<file path="src/design/ext_bus_map.vh">
// register offsets, field positions, reset values and counts of the external bus block
`ifndef EXT_BUS_MAP_VH
`define EXT_BUS_MAP_VH

// ----------------------------------------
// register byte offsets
// ----------------------------------------
`define OFS_CONFIG 8'h00
`define OFS_DIRECTION 8'h04
`define OFS_PORT_OUT 8'h08
`define OFS_PORT_IN 8'h0C
`define OFS_ADDRESS 8'h10
`define OFS_COMMAND 8'h14
`define OFS_STATUS 8'h18

// ----------------------------------------
// config fields
// ----------------------------------------
`define CFG_STROBE_MODE 0
`define CFG_READY_EN 1
`define CFG_BUS_8BIT 2
`define CFG_SEG_ADDR_EN 3
`define CFG_CAN_EN 4
`define CFG_WIDTH 5

// ----------------------------------------
// command fields
// ----------------------------------------
`define CMD_WRITE 0
`define CMD_FETCH 1
`define CMD_BYTE_LOW 2
`define CMD_BYTE_HIGH 3

// ----------------------------------------
// status fields
// ----------------------------------------
`define STS_BUSY 0
`define STS_BOOT_EXT 1
`define STS_READY 2

// ----------------------------------------
// segment port pins with alternate use
// ----------------------------------------
`define SEG_CAN_RX_PIN 5
`define SEG_CAN_TX_PIN 6

// ----------------------------------------
// reset values and counts
// ----------------------------------------
`define RST_CONFIG 5'h00
`define RST_DIRECTION 8'h00
`define RST_PORT_OUT 8'h00
`define RST_ADDRESS 24'h00_0000
`define BOOT_SAMPLE_CYCLES 3'h4

`endif

</file>
<file path="src/design/ext_bus_ctrl.v">
// external bus strobes, wait states, fetch select and segment port
//
// Behaviour
// eight segment pins, each with its own direction bit
// a pin set as input has its driver switched off
// in address use pin 0 carries the lowest segment line, pin 7 the highest
// pin 5 may be the can receive input, pin 6 the can transmit output
// read strobe goes low for every external instruction or data read
// full-write mode: write strobe low for every external data write
// low-byte mode: strobe only for low-byte writes, or any write on 8-bit bus
// with ready enabled, a high ready input adds wait states until it goes low
// an address latch pulse marks the address phase of each access
// fetch select low through and after reset selects external code fetch
// fetch select high at reset selects internal program memory
// ready is sampled each wait cycle; access ends in first cycle seen low
//
// Design decisions made here: the register addresses and the APB interface to the registers.
`timescale 1ns/1ps
`default_nettype none
`include "ext_bus_map.vh"

module ext_bus_ctrl (
	input wire clock,
	input wire resetn,
	input wire psel,
	input wire penable,
	input wire pwrite,
	input wire [7:0] paddr,
	input wire [31:0] pwdata,
	output reg [31:0] prdata,
	output reg pready,
	output reg pslverr,
	input wire [7:0] segment_port_in,
	output reg [7:0] segment_port_out,
	output reg [7:0] segment_port_oe_n,
	input wire ready,
	input wire external_fetch_select,
	input wire can_transmit_data,
	output reg can_receive_input,
	output reg read_strobe_n,
	output reg low_byte_store_strobe_n,
	output reg address_latch,
	output reg boot_external
);

	// ----------------------------------------
	// states
	// ----------------------------------------
	localparam [1:0] st_idle = 2'b00;
	localparam [1:0] st_latch = 2'b01;
	localparam [1:0] st_strobe = 2'b10;
	localparam [1:0] st_end = 2'b11;

	// ----------------------------------------
	// functions
	// ----------------------------------------
	// a level from a pin counts only once the second and third stage agree
	function filtered;
		input prev;
		input s2;
		input s3;
		begin
			filtered = (s2 == s3) ? s3 : prev;
		end
	endfunction

	// ----------------------------------------
	// registers
	// ----------------------------------------
	reg [`CFG_WIDTH-1:0] config_bits;
	reg [7:0] direction;
	reg [7:0] port_out;
	reg [23:0] address;
	reg [3:0] command;
	reg [1:0] state;
	reg [7:0] pin_s1;
	reg [7:0] pin_s2;
	reg [7:0] pin_s3;
	reg [7:0] pin_level;
	reg rdy_s1;
	reg rdy_s2;
	reg rdy_s3;
	reg ready_level;
	reg fetch_s1;
	reg fetch_s2;
	reg fetch_s3;
	reg fetch_level;
	reg [2:0] boot_count;
	reg boot_done;
	reg can_tx_s1;
	reg can_tx_s2;
	reg can_tx_s3;
	reg can_tx_level;

	wire access_phase;
	wire setup_phase;
	wire do_write;
	wire busy;
	wire stall;
	wire strobe_mode;
	wire ready_en;
	wire bus_8bit;
	wire seg_addr_en;
	wire can_en;
	reg [31:0] next_rdata;
	reg next_err;
	reg [7:0] next_pin_out;
	reg [7:0] next_oe_n;
	reg write_store;

	assign setup_phase = psel & penable & ~pready;
	assign access_phase = psel & penable & pready;
	assign do_write = access_phase & pwrite;
	assign busy = (state != st_idle);
	assign strobe_mode = config_bits[`CFG_STROBE_MODE];
	assign ready_en = config_bits[`CFG_READY_EN];
	assign bus_8bit = config_bits[`CFG_BUS_8BIT];
	assign seg_addr_en = config_bits[`CFG_SEG_ADDR_EN];
	assign can_en = config_bits[`CFG_CAN_EN];
	// wait states are only honoured while the ready function is on
	assign stall = ready_en & ready_level;

	// ----------------------------------------
	// pin synchronisers
	// ----------------------------------------
	always @(posedge clock or negedge resetn) begin
		if (!resetn) begin
			pin_s1 <= 8'h00;
			pin_s2 <= 8'h00;
			pin_s3 <= 8'h00;
			pin_level <= 8'h00;
			rdy_s1 <= 1'b1;
			rdy_s2 <= 1'b1;
			rdy_s3 <= 1'b1;
			ready_level <= 1'b1;
			fetch_s1 <= 1'b1;
			fetch_s2 <= 1'b1;
			fetch_s3 <= 1'b1;
			fetch_level <= 1'b1;
			can_tx_s1 <= 1'b1;
			can_tx_s2 <= 1'b1;
			can_tx_s3 <= 1'b1;
			can_tx_level <= 1'b1;
		end else begin
			pin_s1 <= segment_port_in;
			pin_s2 <= pin_s1;
			pin_s3 <= pin_s2;
			pin_level <= (pin_s2 & pin_s3) | (pin_level & (pin_s2 ^ pin_s3));
			rdy_s1 <= ready;
			rdy_s2 <= rdy_s1;
			rdy_s3 <= rdy_s2;
			ready_level <= filtered(ready_level, rdy_s2, rdy_s3);
			fetch_s1 <= external_fetch_select;
			fetch_s2 <= fetch_s1;
			fetch_s3 <= fetch_s2;
			fetch_level <= filtered(fetch_level, fetch_s2, fetch_s3);
			can_tx_s1 <= can_transmit_data;
			can_tx_s2 <= can_tx_s1;
			can_tx_s3 <= can_tx_s2;
			can_tx_level <= filtered(can_tx_level, can_tx_s2, can_tx_s3);
		end
	end

	// ----------------------------------------
	// boot source capture
	// ----------------------------------------
	// the strap is taken a few cycles after release, once the filter has settled
	always @(posedge clock or negedge resetn) begin
		if (!resetn) begin
			boot_count <= 3'h0;
			boot_done <= 1'b0;
			boot_external <= 1'b0;
		end else if (!boot_done) begin
			if (boot_count == `BOOT_SAMPLE_CYCLES) begin
				boot_done <= 1'b1;
				boot_external <= ~fetch_level;
			end else begin
				boot_count <= boot_count + 3'h1;
			end
		end
	end

	// ----------------------------------------
	// apb slave
	// ----------------------------------------
	always @* begin
		next_rdata = 32'h0000_0000;
		next_err = 1'b0;
		case (paddr)
		`OFS_CONFIG: begin
			next_rdata = {27'h000_0000, config_bits};
		end
		`OFS_DIRECTION: begin
			next_rdata = {24'h00_0000, direction};
		end
		`OFS_PORT_OUT: begin
			next_rdata = {24'h00_0000, port_out};
		end
		`OFS_PORT_IN: begin
			next_rdata = {24'h00_0000, pin_level};
		end
		`OFS_ADDRESS: begin
			next_rdata = {8'h00, address};
		end
		`OFS_COMMAND: begin
			next_rdata = {28'h000_0000, command};
		end
		`OFS_STATUS: begin
			next_rdata = {29'h000_0000, ready_level, boot_external, busy};
		end
		default: begin
			next_err = 1'b1;
		end
		endcase
	end

	// one wait state: the answer is registered in the first access cycle
	always @(posedge clock or negedge resetn) begin
		if (!resetn) begin
			pready <= 1'b0;
			pslverr <= 1'b0;
			prdata <= 32'h0000_0000;
		end else if (setup_phase) begin
			pready <= 1'b1;
			pslverr <= next_err;
			prdata <= pwrite ? 32'h0000_0000 : next_rdata;
		end else begin
			pready <= 1'b0;
			pslverr <= 1'b0;
			prdata <= 32'h0000_0000;
		end
	end

	// ----------------------------------------
	// software registers
	// ----------------------------------------
	always @(posedge clock or negedge resetn) begin
		if (!resetn) begin
			config_bits <= `RST_CONFIG;
			direction <= `RST_DIRECTION;
			port_out <= `RST_PORT_OUT;
			address <= `RST_ADDRESS;
		end else if (do_write) begin
			case (paddr)
			`OFS_CONFIG: begin
				config_bits <= pwdata[`CFG_WIDTH-1:0];
			end
			`OFS_DIRECTION: begin
				direction <= pwdata[7:0];
			end
			`OFS_PORT_OUT: begin
				port_out <= pwdata[7:0];
			end
			`OFS_ADDRESS: begin
				// changing the address mid-access would glitch the segment lines
				if (!busy) begin
					address <= pwdata[23:0];
				end
			end
			default: begin
			end
			endcase
		end
	end

	// ----------------------------------------
	// access sequencer
	// ----------------------------------------
	always @* begin
		if (!command[`CMD_WRITE]) begin
			write_store = 1'b0;
		end else if (!strobe_mode) begin
			write_store = 1'b1;
		end else begin
			write_store = bus_8bit | command[`CMD_BYTE_LOW];
		end
	end

	always @(posedge clock or negedge resetn) begin
		if (!resetn) begin
			state <= st_idle;
			command <= 4'h0;
			address_latch <= 1'b0;
			read_strobe_n <= 1'b1;
			low_byte_store_strobe_n <= 1'b1;
		end else begin
			case (state)
			st_idle: begin
				// a command written while busy is dropped, status shows busy
				if (do_write && paddr == `OFS_COMMAND) begin
					command <= pwdata[3:0];
					address_latch <= 1'b1;
					state <= st_latch;
				end
			end
			st_latch: begin
				address_latch <= 1'b0;
				read_strobe_n <= command[`CMD_WRITE];
				low_byte_store_strobe_n <= ~write_store;
				state <= st_strobe;
			end
			st_strobe: begin
				// sampled once per cycle; the first low level ends the access
				if (!stall) begin
					read_strobe_n <= 1'b1;
					low_byte_store_strobe_n <= 1'b1;
					state <= st_end;
				end
			end
			st_end: begin
				state <= st_idle;
			end
			default: begin
				state <= st_idle;
			end
			endcase
		end
	end

	// ----------------------------------------
	// segment port drivers
	// ----------------------------------------
	always @* begin
		// address use outranks the port latch on every pin driven as output, except pin 6 while the can function is on
		next_pin_out = seg_addr_en ? address[23:16] : port_out;
		next_oe_n = ~direction;
		if (can_en) begin
			next_oe_n[`SEG_CAN_RX_PIN] = 1'b1;
			next_pin_out[`SEG_CAN_RX_PIN] = 1'b0;
			next_oe_n[`SEG_CAN_TX_PIN] = 1'b0;
			next_pin_out[`SEG_CAN_TX_PIN] = can_tx_level;
		end
	end

	always @(posedge clock or negedge resetn) begin
		if (!resetn) begin
			segment_port_out <= 8'h00;
			segment_port_oe_n <= 8'hFF;
			can_receive_input <= 1'b1;
		end else begin
			segment_port_out <= next_pin_out;
			segment_port_oe_n <= next_oe_n;
			// idle recessive level is shown while the can function is off
			can_receive_input <= can_en ? pin_level[`SEG_CAN_RX_PIN] : 1'b1;
		end
	end

endmodule
`default_nettype wire

</file>
<file path="config.mk">
export PLATFORM = sky130hd
export DESIGN_NAME = ext_bus_ctrl
export DESIGN_NICKNAME = d
export VERILOG_FILES = /design/src/design/ext_bus_ctrl.v
export VERILOG_INCLUDE_DIRS = /design/src /design/src/design
export SDC_FILE = /design/constraint.sdc
export NUM_CORES = 1
export LEC_CHECK = 0
export CAP_MARGIN = 20
export CORE_MARGIN = 3
export CORE_UTILIZATION = 25
export DETAILED_ROUTE_END_ITERATION = 16
export DONT_BUFFER_PORTS = 1
export PLACE_DENSITY = 0.45
export RECOVER_POWER = 50
export SLEW_MARGIN = 25
export SYNTH_ARGS = -nofsm -noshare
export SYNTH_HDL_FRONTEND = slang
export SYNTH_SLANG_ARGS = --single-unit
</file>
<file path="constraint.sdc">
create_clock -name clock -period 2 [get_ports clock]
set_input_delay 0.4 -clock clock [delete_from_list [all_inputs] [get_ports clock]]
set_output_delay 0.4 -clock clock [all_outputs]
set_load 0.01 [all_outputs]
</file>
==> results of run 1 <==
-- cells by family (layout without fill, tap and decap cells) --
kind of cell | after synthesis | after routing | synth area share, %
flops | 146 | 146 | 64.8
simple gates | 76 | 76 | 7.81
mux | 72 | 72 | 15.8
compound gates | 38 | 38 | 4.38
buf+inv | 38 | 79 | 3.50
fa+ha+maj | 16 | 16 | 3.39
xor+xnor | 2 | 2 | 0.308
other cells | 1 | 8 | 0.0660
-- how the worst max path moves through the flow --
stage | startpoint | end
2_1_floorplan | paddr[5] | address[0]$_DFFE_PN0P_
6_report | state[0]$_DFFE_PN0P_ | address[15]$_DFFE_PN0P_
3_5_place_dp | paddr[5] | port_out[7]$_DFFE_PN0P_
3_3_place_gp | paddr[5] | port_out[6]$_DFFE_PN0P_
5_1_grt | state[0]$_DFFE_PN0P_ | address[14]$_DFFE_PN0P_
4_1_cts | state[0]$_DFFE_PN0P_ | address[14]$_DFFE_PN0P_
-- per-layer routing --
layer | part of all wire (%) | up-vias | track usage [%]
met5 | 0 | - | 0
met4 | 1.0 | 0 | 3.25
met3 | 11 | 9 | 6.22
met2 | 42 | 101 | 15.5
met1 | 46 | 1510 | 14.2
li1 | - | 1425 | -
-- layout by cell type (no fill, tap or decap), types with 6 or more instances in the layout --
| cell | n |
|---|---|
| sky130_fd_sc_hd__conb_1 | 8 |
| sky130_fd_sc_hd__buf_4 | 18 |
| sky130_fd_sc_hd__inv_1 | 15 |
| sky130_fd_sc_hd__o21ai_0 | 7 |
| sky130_fd_sc_hd__and3_1 | 18 |
| sky130_fd_sc_hd__mux2_2 | 36 |
| sky130_fd_sc_hd__ha_1 | 13 |
| sky130_fd_sc_hd__clkbuf_16 | 17 |
| sky130_fd_sc_hd__mux2i_1 | 9 |
| sky130_fd_sc_hd__mux2_4 | 24 |
| sky130_fd_sc_hd__nand2b_1 | 6 |
| sky130_fd_sc_hd__nor2_1 | 13 |
| sky130_fd_sc_hd__nand3_1 | 7 |
| sky130_fd_sc_hd__dlygate4sd3_1 | 11 |
| sky130_fd_sc_hd__dfstp_2 | 23 |
| sky130_fd_sc_hd__a21oi_1 | 9 |
| sky130_fd_sc_hd__nand2_1 | 11 |
| sky130_fd_sc_hd__dfrtp_1 | 123 |
| sky130_fd_sc_hd__a21o_1 | 8 |
-- timing repair --
| item | 4_1_cts | 5_1_grt |
|---|---|---|
| setup endpoints to repair | 0 | 23 |
| hold endpoints to repair | 157 | 146 |
| resized for setup | 0 | 0 |
-- synthesized netlist by cell type, types with 6 or more instances --
| cell type | count | area (um^2) |
|---|---|---|
| sky130_fd_sc_hd__a21o_1 | 8 | 60.1 |
| sky130_fd_sc_hd__mux2_2 | 40 | 450 |
| sky130_fd_sc_hd__nand2_1 | 11 | 41.3 |
| sky130_fd_sc_hd__nand3_1 | 7 | 35.0 |
| sky130_fd_sc_hd__clkbuf_1 | 6 | 22.5 |
| sky130_fd_sc_hd__nand2b_1 | 6 | 37.5 |
| sky130_fd_sc_hd__nor2_1 | 13 | 48.8 |
| sky130_fd_sc_hd__ha_1 | 13 | 163 |
| sky130_fd_sc_hd__inv_1 | 15 | 56.3 |
| sky130_fd_sc_hd__buf_4 | 8 | 60.1 |
| sky130_fd_sc_hd__o21ai_0 | 7 | 35.0 |
| sky130_fd_sc_hd__and3_1 | 18 | 113 |
| sky130_fd_sc_hd__a21oi_1 | 9 | 45.0 |
| sky130_fd_sc_hd__mux2_4 | 20 | 300 |
| sky130_fd_sc_hd__dfrtp_1 | 123 | 3080 |
| sky130_fd_sc_hd__mux2i_1 | 9 | 90.1 |
| sky130_fd_sc_hd__dfstp_2 | 23 | 604 |
-- final cells by class --
cell class | count | area [um^2] | area share (%)
Sequential cell | 146 | 3680 | 53.6
Multi-Input combinational cell | 212 | 1870 | 27.2
Clock buffer | 17 | 425 | 6.20
Tap cell | 280 | 350 | 5.10
Timing Repair Buffer | 31 | 285 | 4.15
Clock inverter | 15 | 196 | 2.86
Inverter | 16 | 60.1 | 0.875
-- report_power, final --
| part | switching, mW | internal, mW | leakage (nW) |
|---|---|---|---|
| Sequential | 0.0895 | 3.08 | 1.87 |
| Combinational | 0.156 | 0.190 | 1.08 |
| Clock | 1.36 | 2.01 | 0.301 |
| Total | 1.61 | 5.28 | 3.25 |
==> run metrics, run 1 <==
number of standard cells after synthesis=between 300 and 400; nature of the critical path startpoint=register; slowest cell on the critical path=sky130_fd_sc_hd__or4_4; fraction of synthesis flops using an asynchronous set or reset pin=100%; headroom to the max-slew limit=66.6%; unique cell type count in the Yosys netlist=47; die outline height=roughly 160 um; worst-case clock skew=between 6 and 7 ps; Detailed Place HPWL=about 9 mm; quantity of hold-fixing buffers added after cts=11; critical path start-end classification=reg -> reg; capturing point of the worst reg2reg path=address[15]$_DFFE_PN0P_; hold slack=-323 ps; cell area after technology mapping=around 0.0057 mm^2; Overall Power=~7 mW; maximum number of buffers from clock root to sink=2; outcome=complete, but fails checks; failing checks=negative hold slack; period utilization=a little over nine tenths; number of synthesized flops with an enable pin=0; Final Slew Violations=0; number of cells in the finished layout apart from fillers=between 700 and 800; final standard cell area without fillers=between 0.006 and 0.007 mm^2; Yosys Warn Count=0; number of cells traversed by the worst register-to-register path=6; fill cell instance count of the final layout=2,170; fraction of layout instances using a drive strength above 1=33.6%; global-route congestion overflow total=0; critical register-to-register path startpoint=state[0]$_DFFE_PN0P_; final total negative setup slack=0 ps; gate family responsible for the most delay along the worst path=simple AND/OR/NAND/NOR gates; sequential area share after synthesis=between 60% and 70%; clock buffer count from CTS=17; routed length per placed instance=about 18 um; pwr/cell area=~1000 mW/mm^2; most prevalent standard cell on the critical path=sky130_fd_sc_hd__inv_1; initial core utilization=between 20% and 30%; die footprint=between 0.02 and 0.025 mm^2; antenna violations before repair=0; remaining antenna violation count after routing=0; Layout Utilization=31.1%; achievable frequency=roughly 530 MHz; synthesized flop and latch total=around 150; Lkg Pwr=around 3.3 nW; area after detailed placement=about 0.0061 mm^2; Clk Tree Root Cell=sky130_fd_sc_hd__clkbuf_16; depth of the CTS H-tree=4; Die X-Extent=~160 um; top flop regs=address: 24 flops, prdata: 24 flops; Placed Cells incl. Taps=674; final hold violation count=146; maximum net fanout on the critical path=16; area grow syn2layout=20.8%; min cycle time layout=~1900 ps; maximum number of pins on one net before global-route repair=between 100 and 150; R2R setup slack=about 97 ps; worst vdd ir=475 uV; IO Pins=111; endpoint required time on the critical path=between 2000 and 2500 ps; Clock Latency Late Sink=420 ps; path category of the worst min-delay check=in -> async; DRC violation total after the first TritonRoute iteration=150; syn avg cell area=between 10 and 15 um^2; count of input and output buffers=0; DRC viols=0; CTS sink cnt=around 150; total number of placement rows=54; pin slew with the least headroom to its limit=501 ps; placeable core region=roughly 0.022 mm^2; DP Worst Slack=-101 ps; wire length of the first global-routing pass=20.1 mm; clock input transition at the sequential cells of the worst setup and hold paths=60 ps; worst path cell trace=inv_1, ha_1, inv_1, or4_4, buf_12, mux2_4; CP Buf/Inv Count=3; drt pass-1 iters=4; number of diodes=0; Worst setup EP type=register; vias in the first global route=between 3,000 and 4,000; final setup fails=0; data arrival at the endpoint of the critical path=around 2200 ps; unrepaired setup endpoints after global routing=false; Main synth FF type=sky130_fd_sc_hd__dfrtp_1; Final Net Count=a little under 500; Max Cap Viol=0; maximum cell stage delay along the critical path=between 500 and 600 ps; Critical Path Stages=6; clock tree from TritonCTS=built; Post-CTS Setup Repair Bufs=0; via/cell ratio=between 4 and 5; final estimated routing congestion in global placement=between 0.7 and 0.8; wire length after detailed routing=between 10 and 15 mm; global-route total usage across every layer=about 11%; setup ws final=between 90 and 100 ps; detailed-route via count=3,045
(Power assumes the default switching activity.)
==> run 2: changes to the inputs <==
- ABC_AREA: not set -> 1
==> run metrics, run 2 <==
placeable core region=0.0220 mm^2; Post-CTS Setup Repair Bufs=0; IO Pins=~110; Overall Power=6.59 mW; data arrival at the endpoint of the critical path=approximately 1800 ps; Yosys Warn Count=0; top flop regs=address: 24 flops, prdata: 24 flops; sequential cell area=around 0.0037 mm^2; basic-gate share of the synthesized area counting and, or, nand and nor cells=~18%; CTS sink cnt=146; wire length of the first global-routing pass=between 20 and 25 mm; post-synthesis compound-gate area fraction=about 7.0%; Lkg Pwr=roughly 3.2 nW; most frequent standard cell in the layout excluding fill and tap cells=sky130_fd_sc_hd__nand2_1; CP Buf/Inv Count=2; most area-hungry cell type in the Yosys netlist=sky130_fd_sc_hd__dfrtp_1; final total negative setup slack=0 ps; Worst setup EP type=register; DRC violation total after the first TritonRoute iteration=183; maximum number of pins on one net before global-route repair=approximately 150; area grow syn2layout=17.6%; Final Slew Violations=0; area after detailed placement=between 0.005 and 0.006 mm^2; detailed-route via count=between 3,000 and 4,000; Main synth FF type=sky130_fd_sc_hd__dfrtp_1; number of standard cells after synthesis=between 500 and 600; routed length per placed instance=approximately 14 um; drt pass-1 iters=4; fraction of layout instances using a drive strength above 1=between 10% and 20%; Detailed Place HPWL=approximately 8.7 mm; path category of the worst min-delay check=in -> async; gate family responsible for the most delay along the worst path=buffers and inverters; number of cells in the finished layout apart from fillers=roughly 880; failing checks=negative hold slack; clock input transition at the sequential cells of the worst setup and hold paths=~60 ps; most prevalent standard cell on the critical path=sky130_fd_sc_hd__buf_4; share of the synthesized netlist area taken by xor and xnor gates=less than 1%; fill cell instance count of the final layout=approximately 2,200; final estimated routing congestion in global placement=0.801; Gates resized, CTS repair=0; sequential area share after synthesis=65.0%; achievable frequency=roughly 640 MHz; quantity of hold-fixing buffers added after cts=11; wire length after detailed routing=roughly 13 mm; Clk Tree Root Cell=sky130_fd_sc_hd__clkbuf_16; DRC viols=0; pwr/cell area=about 1000 mW/mm^2; vias in the first global route=3,590; final setup fails=0; maximum cell stage delay along the critical path=roughly 430 ps; final standard cell area without fillers=approximately 0.0067 mm^2; fraction of synthesis flops using an asynchronous set or reset pin=100%; hold slack=-324 ps; Final Net Count=between 600 and 700; global-route congestion overflow total=0; maximum net fanout on the critical path=48; Max Cap Viol=0; Clock Latency Late Sink=between 400 and 500 ps; leading cell types by total area after synthesis=sky130_fd_sc_hd__dfrtp_1 54%, sky130_fd_sc_hd__dfstp_2 11%, sky130_fd_sc_hd__nand2_1 9.9%; count of input and output buffers=0; pin slew with the least headroom to its limit=roughly 520 ps; Placed Cells incl. Taps=around 840; list of most frequent post-synthesis cells=150 x sky130_fd_sc_hd__nand2_1, 123 x sky130_fd_sc_hd__dfrtp_1, 58 x sky130_fd_sc_hd__inv_1; worst vdd ir=about 550 uV; clock buffer count from CTS=17; fraction of synthesized area in multiplexers=0%; critical path start-end classification=reg -> reg; clock tree from TritonCTS=built; worst path cell trace=nand2_1, nor2_1, buf_4, nand3_2, buf_4, o21ai_0; slowest cell on the critical path=sky130_fd_sc_hd__buf_4; Die X-Extent=about 160 um; setup ws final=~450 ps; initial core utilization=between 20 and 30%; share of Yosys cell area claimed by the top area cell type=54.4%; die footprint=between 0.02 and 0.025 mm^2; die outline height=~160 um; dominant cell by count in the synthesized netlist=sky130_fd_sc_hd__nand2_1; nature of the critical path startpoint=register; period utilization=between 70% and 80%; headroom to the max-slew limit=65.3%; number of diodes=0; remaining antenna violation count after routing=0; synthesized flop and latch total=146; antenna violations before repair=0; via/cell ratio=between 4 and 5; min cycle time layout=1550 ps; total number of placement rows=54; number of synthesized flops with an enable pin=0; most used cells in the layout excluding fill and tap cells=150 x sky130_fd_sc_hd__nand2_1, 123 x sky130_fd_sc_hd__dfrtp_1, 58 x sky130_fd_sc_hd__inv_1; DP Worst Slack=~260 ps; final hold violation count=146; endpoint required time on the critical path=about 2300 ps; multi-input logic area=roughly 0.0017 mm^2; main combinational cell family by area after synthesis=simple AND/OR/NAND/NOR gates; syn avg cell area=approximately 10 um^2; Post-Synth Adder-Cell Area=roughly 3.4%; depth of the CTS H-tree=4; global-route total usage across every layer=10.8%; worst-case clock skew=8.90 ps; maximum number of buffers from clock root to sink=2; outcome=complete, but fails checks; unrepaired setup endpoints after global routing=false; cell area after technology mapping=about 0.0057 mm^2; unique cell type count in the Yosys netlist=28
## run 2: worst paths after layout
| check | from | endpoint | slack [ps] | depth (start not counted) |
|---|---|---|---|---|
| setup / recovery | pready$_DFF_PN0_ | address[13]$_DFFE_PN0P_ | 450 | 6 |
| hold / removal | resetn | pslverr$_DFF_PN0_ | -320 | 0 |
| setup reg to reg | pready$_DFF_PN0_ | address[13]$_DFFE_PN0P_ | 450 | 6 |
| hold reg to reg | pin_s1[5]$_DFF_PN0_ | pin_s2[5]$_DFF_PN0_ | 340 | 0 |
| max in group asynchronous | resetn | fetch_level$_DFFE_PN1N_ | 2030 | 0 |
| min in group clock | pwdata[20] | address[20]$_DFFE_PN0P_ | 110 | 2 |
## run 2: per-stage QoR
step / hold WS, ps / util (%)
floorplan: 104 / -
global placement: 113 / 27.1
detailed placement: 112 / 27.1
CTS: -341 / 30.2
global route: -345 / 30.2
finish: -324 / 30.2
## run 2: layer usage
metal | GRT usage [%] | up-vias | routed length [um]
li1 | - | 1785 | -
met1 | 13.9 | 1741 | 5730
met2 | 16.1 | 111 | 5720
met3 | 4.54 | 14 | 1080
met4 | 4.13 | 0 | 207
met5 | 0 | - | 0
## run 2: final cells by class
type	count	share of cell area, %
flip-flops and latches	146	55.3
clock buffers	20	6.71
repair buffers	19	2.56
multi-input cells	344	24.9
clock inverters	12	1.99
inverters	58	3.27
well taps	280	5.26
## run 2: cell families after synthesis
logic type / after synthesis
simple gates: 247
compound gates: 71
flops: 146
fa+ha+maj: 16
buf+inv: 77
other cells: 1
xor+xnor: 2
## run 2: report_power, final
part | internal [mW] | switching (mW) | total, mW | leakage [nW]
clock network | 1.88 | 1.25 | 3.13 | 0.289
registers | 3.08 | 0.0645 | 3.14 | 1.87
logic | 0.129 | 0.192 | 0.321 | 0.996
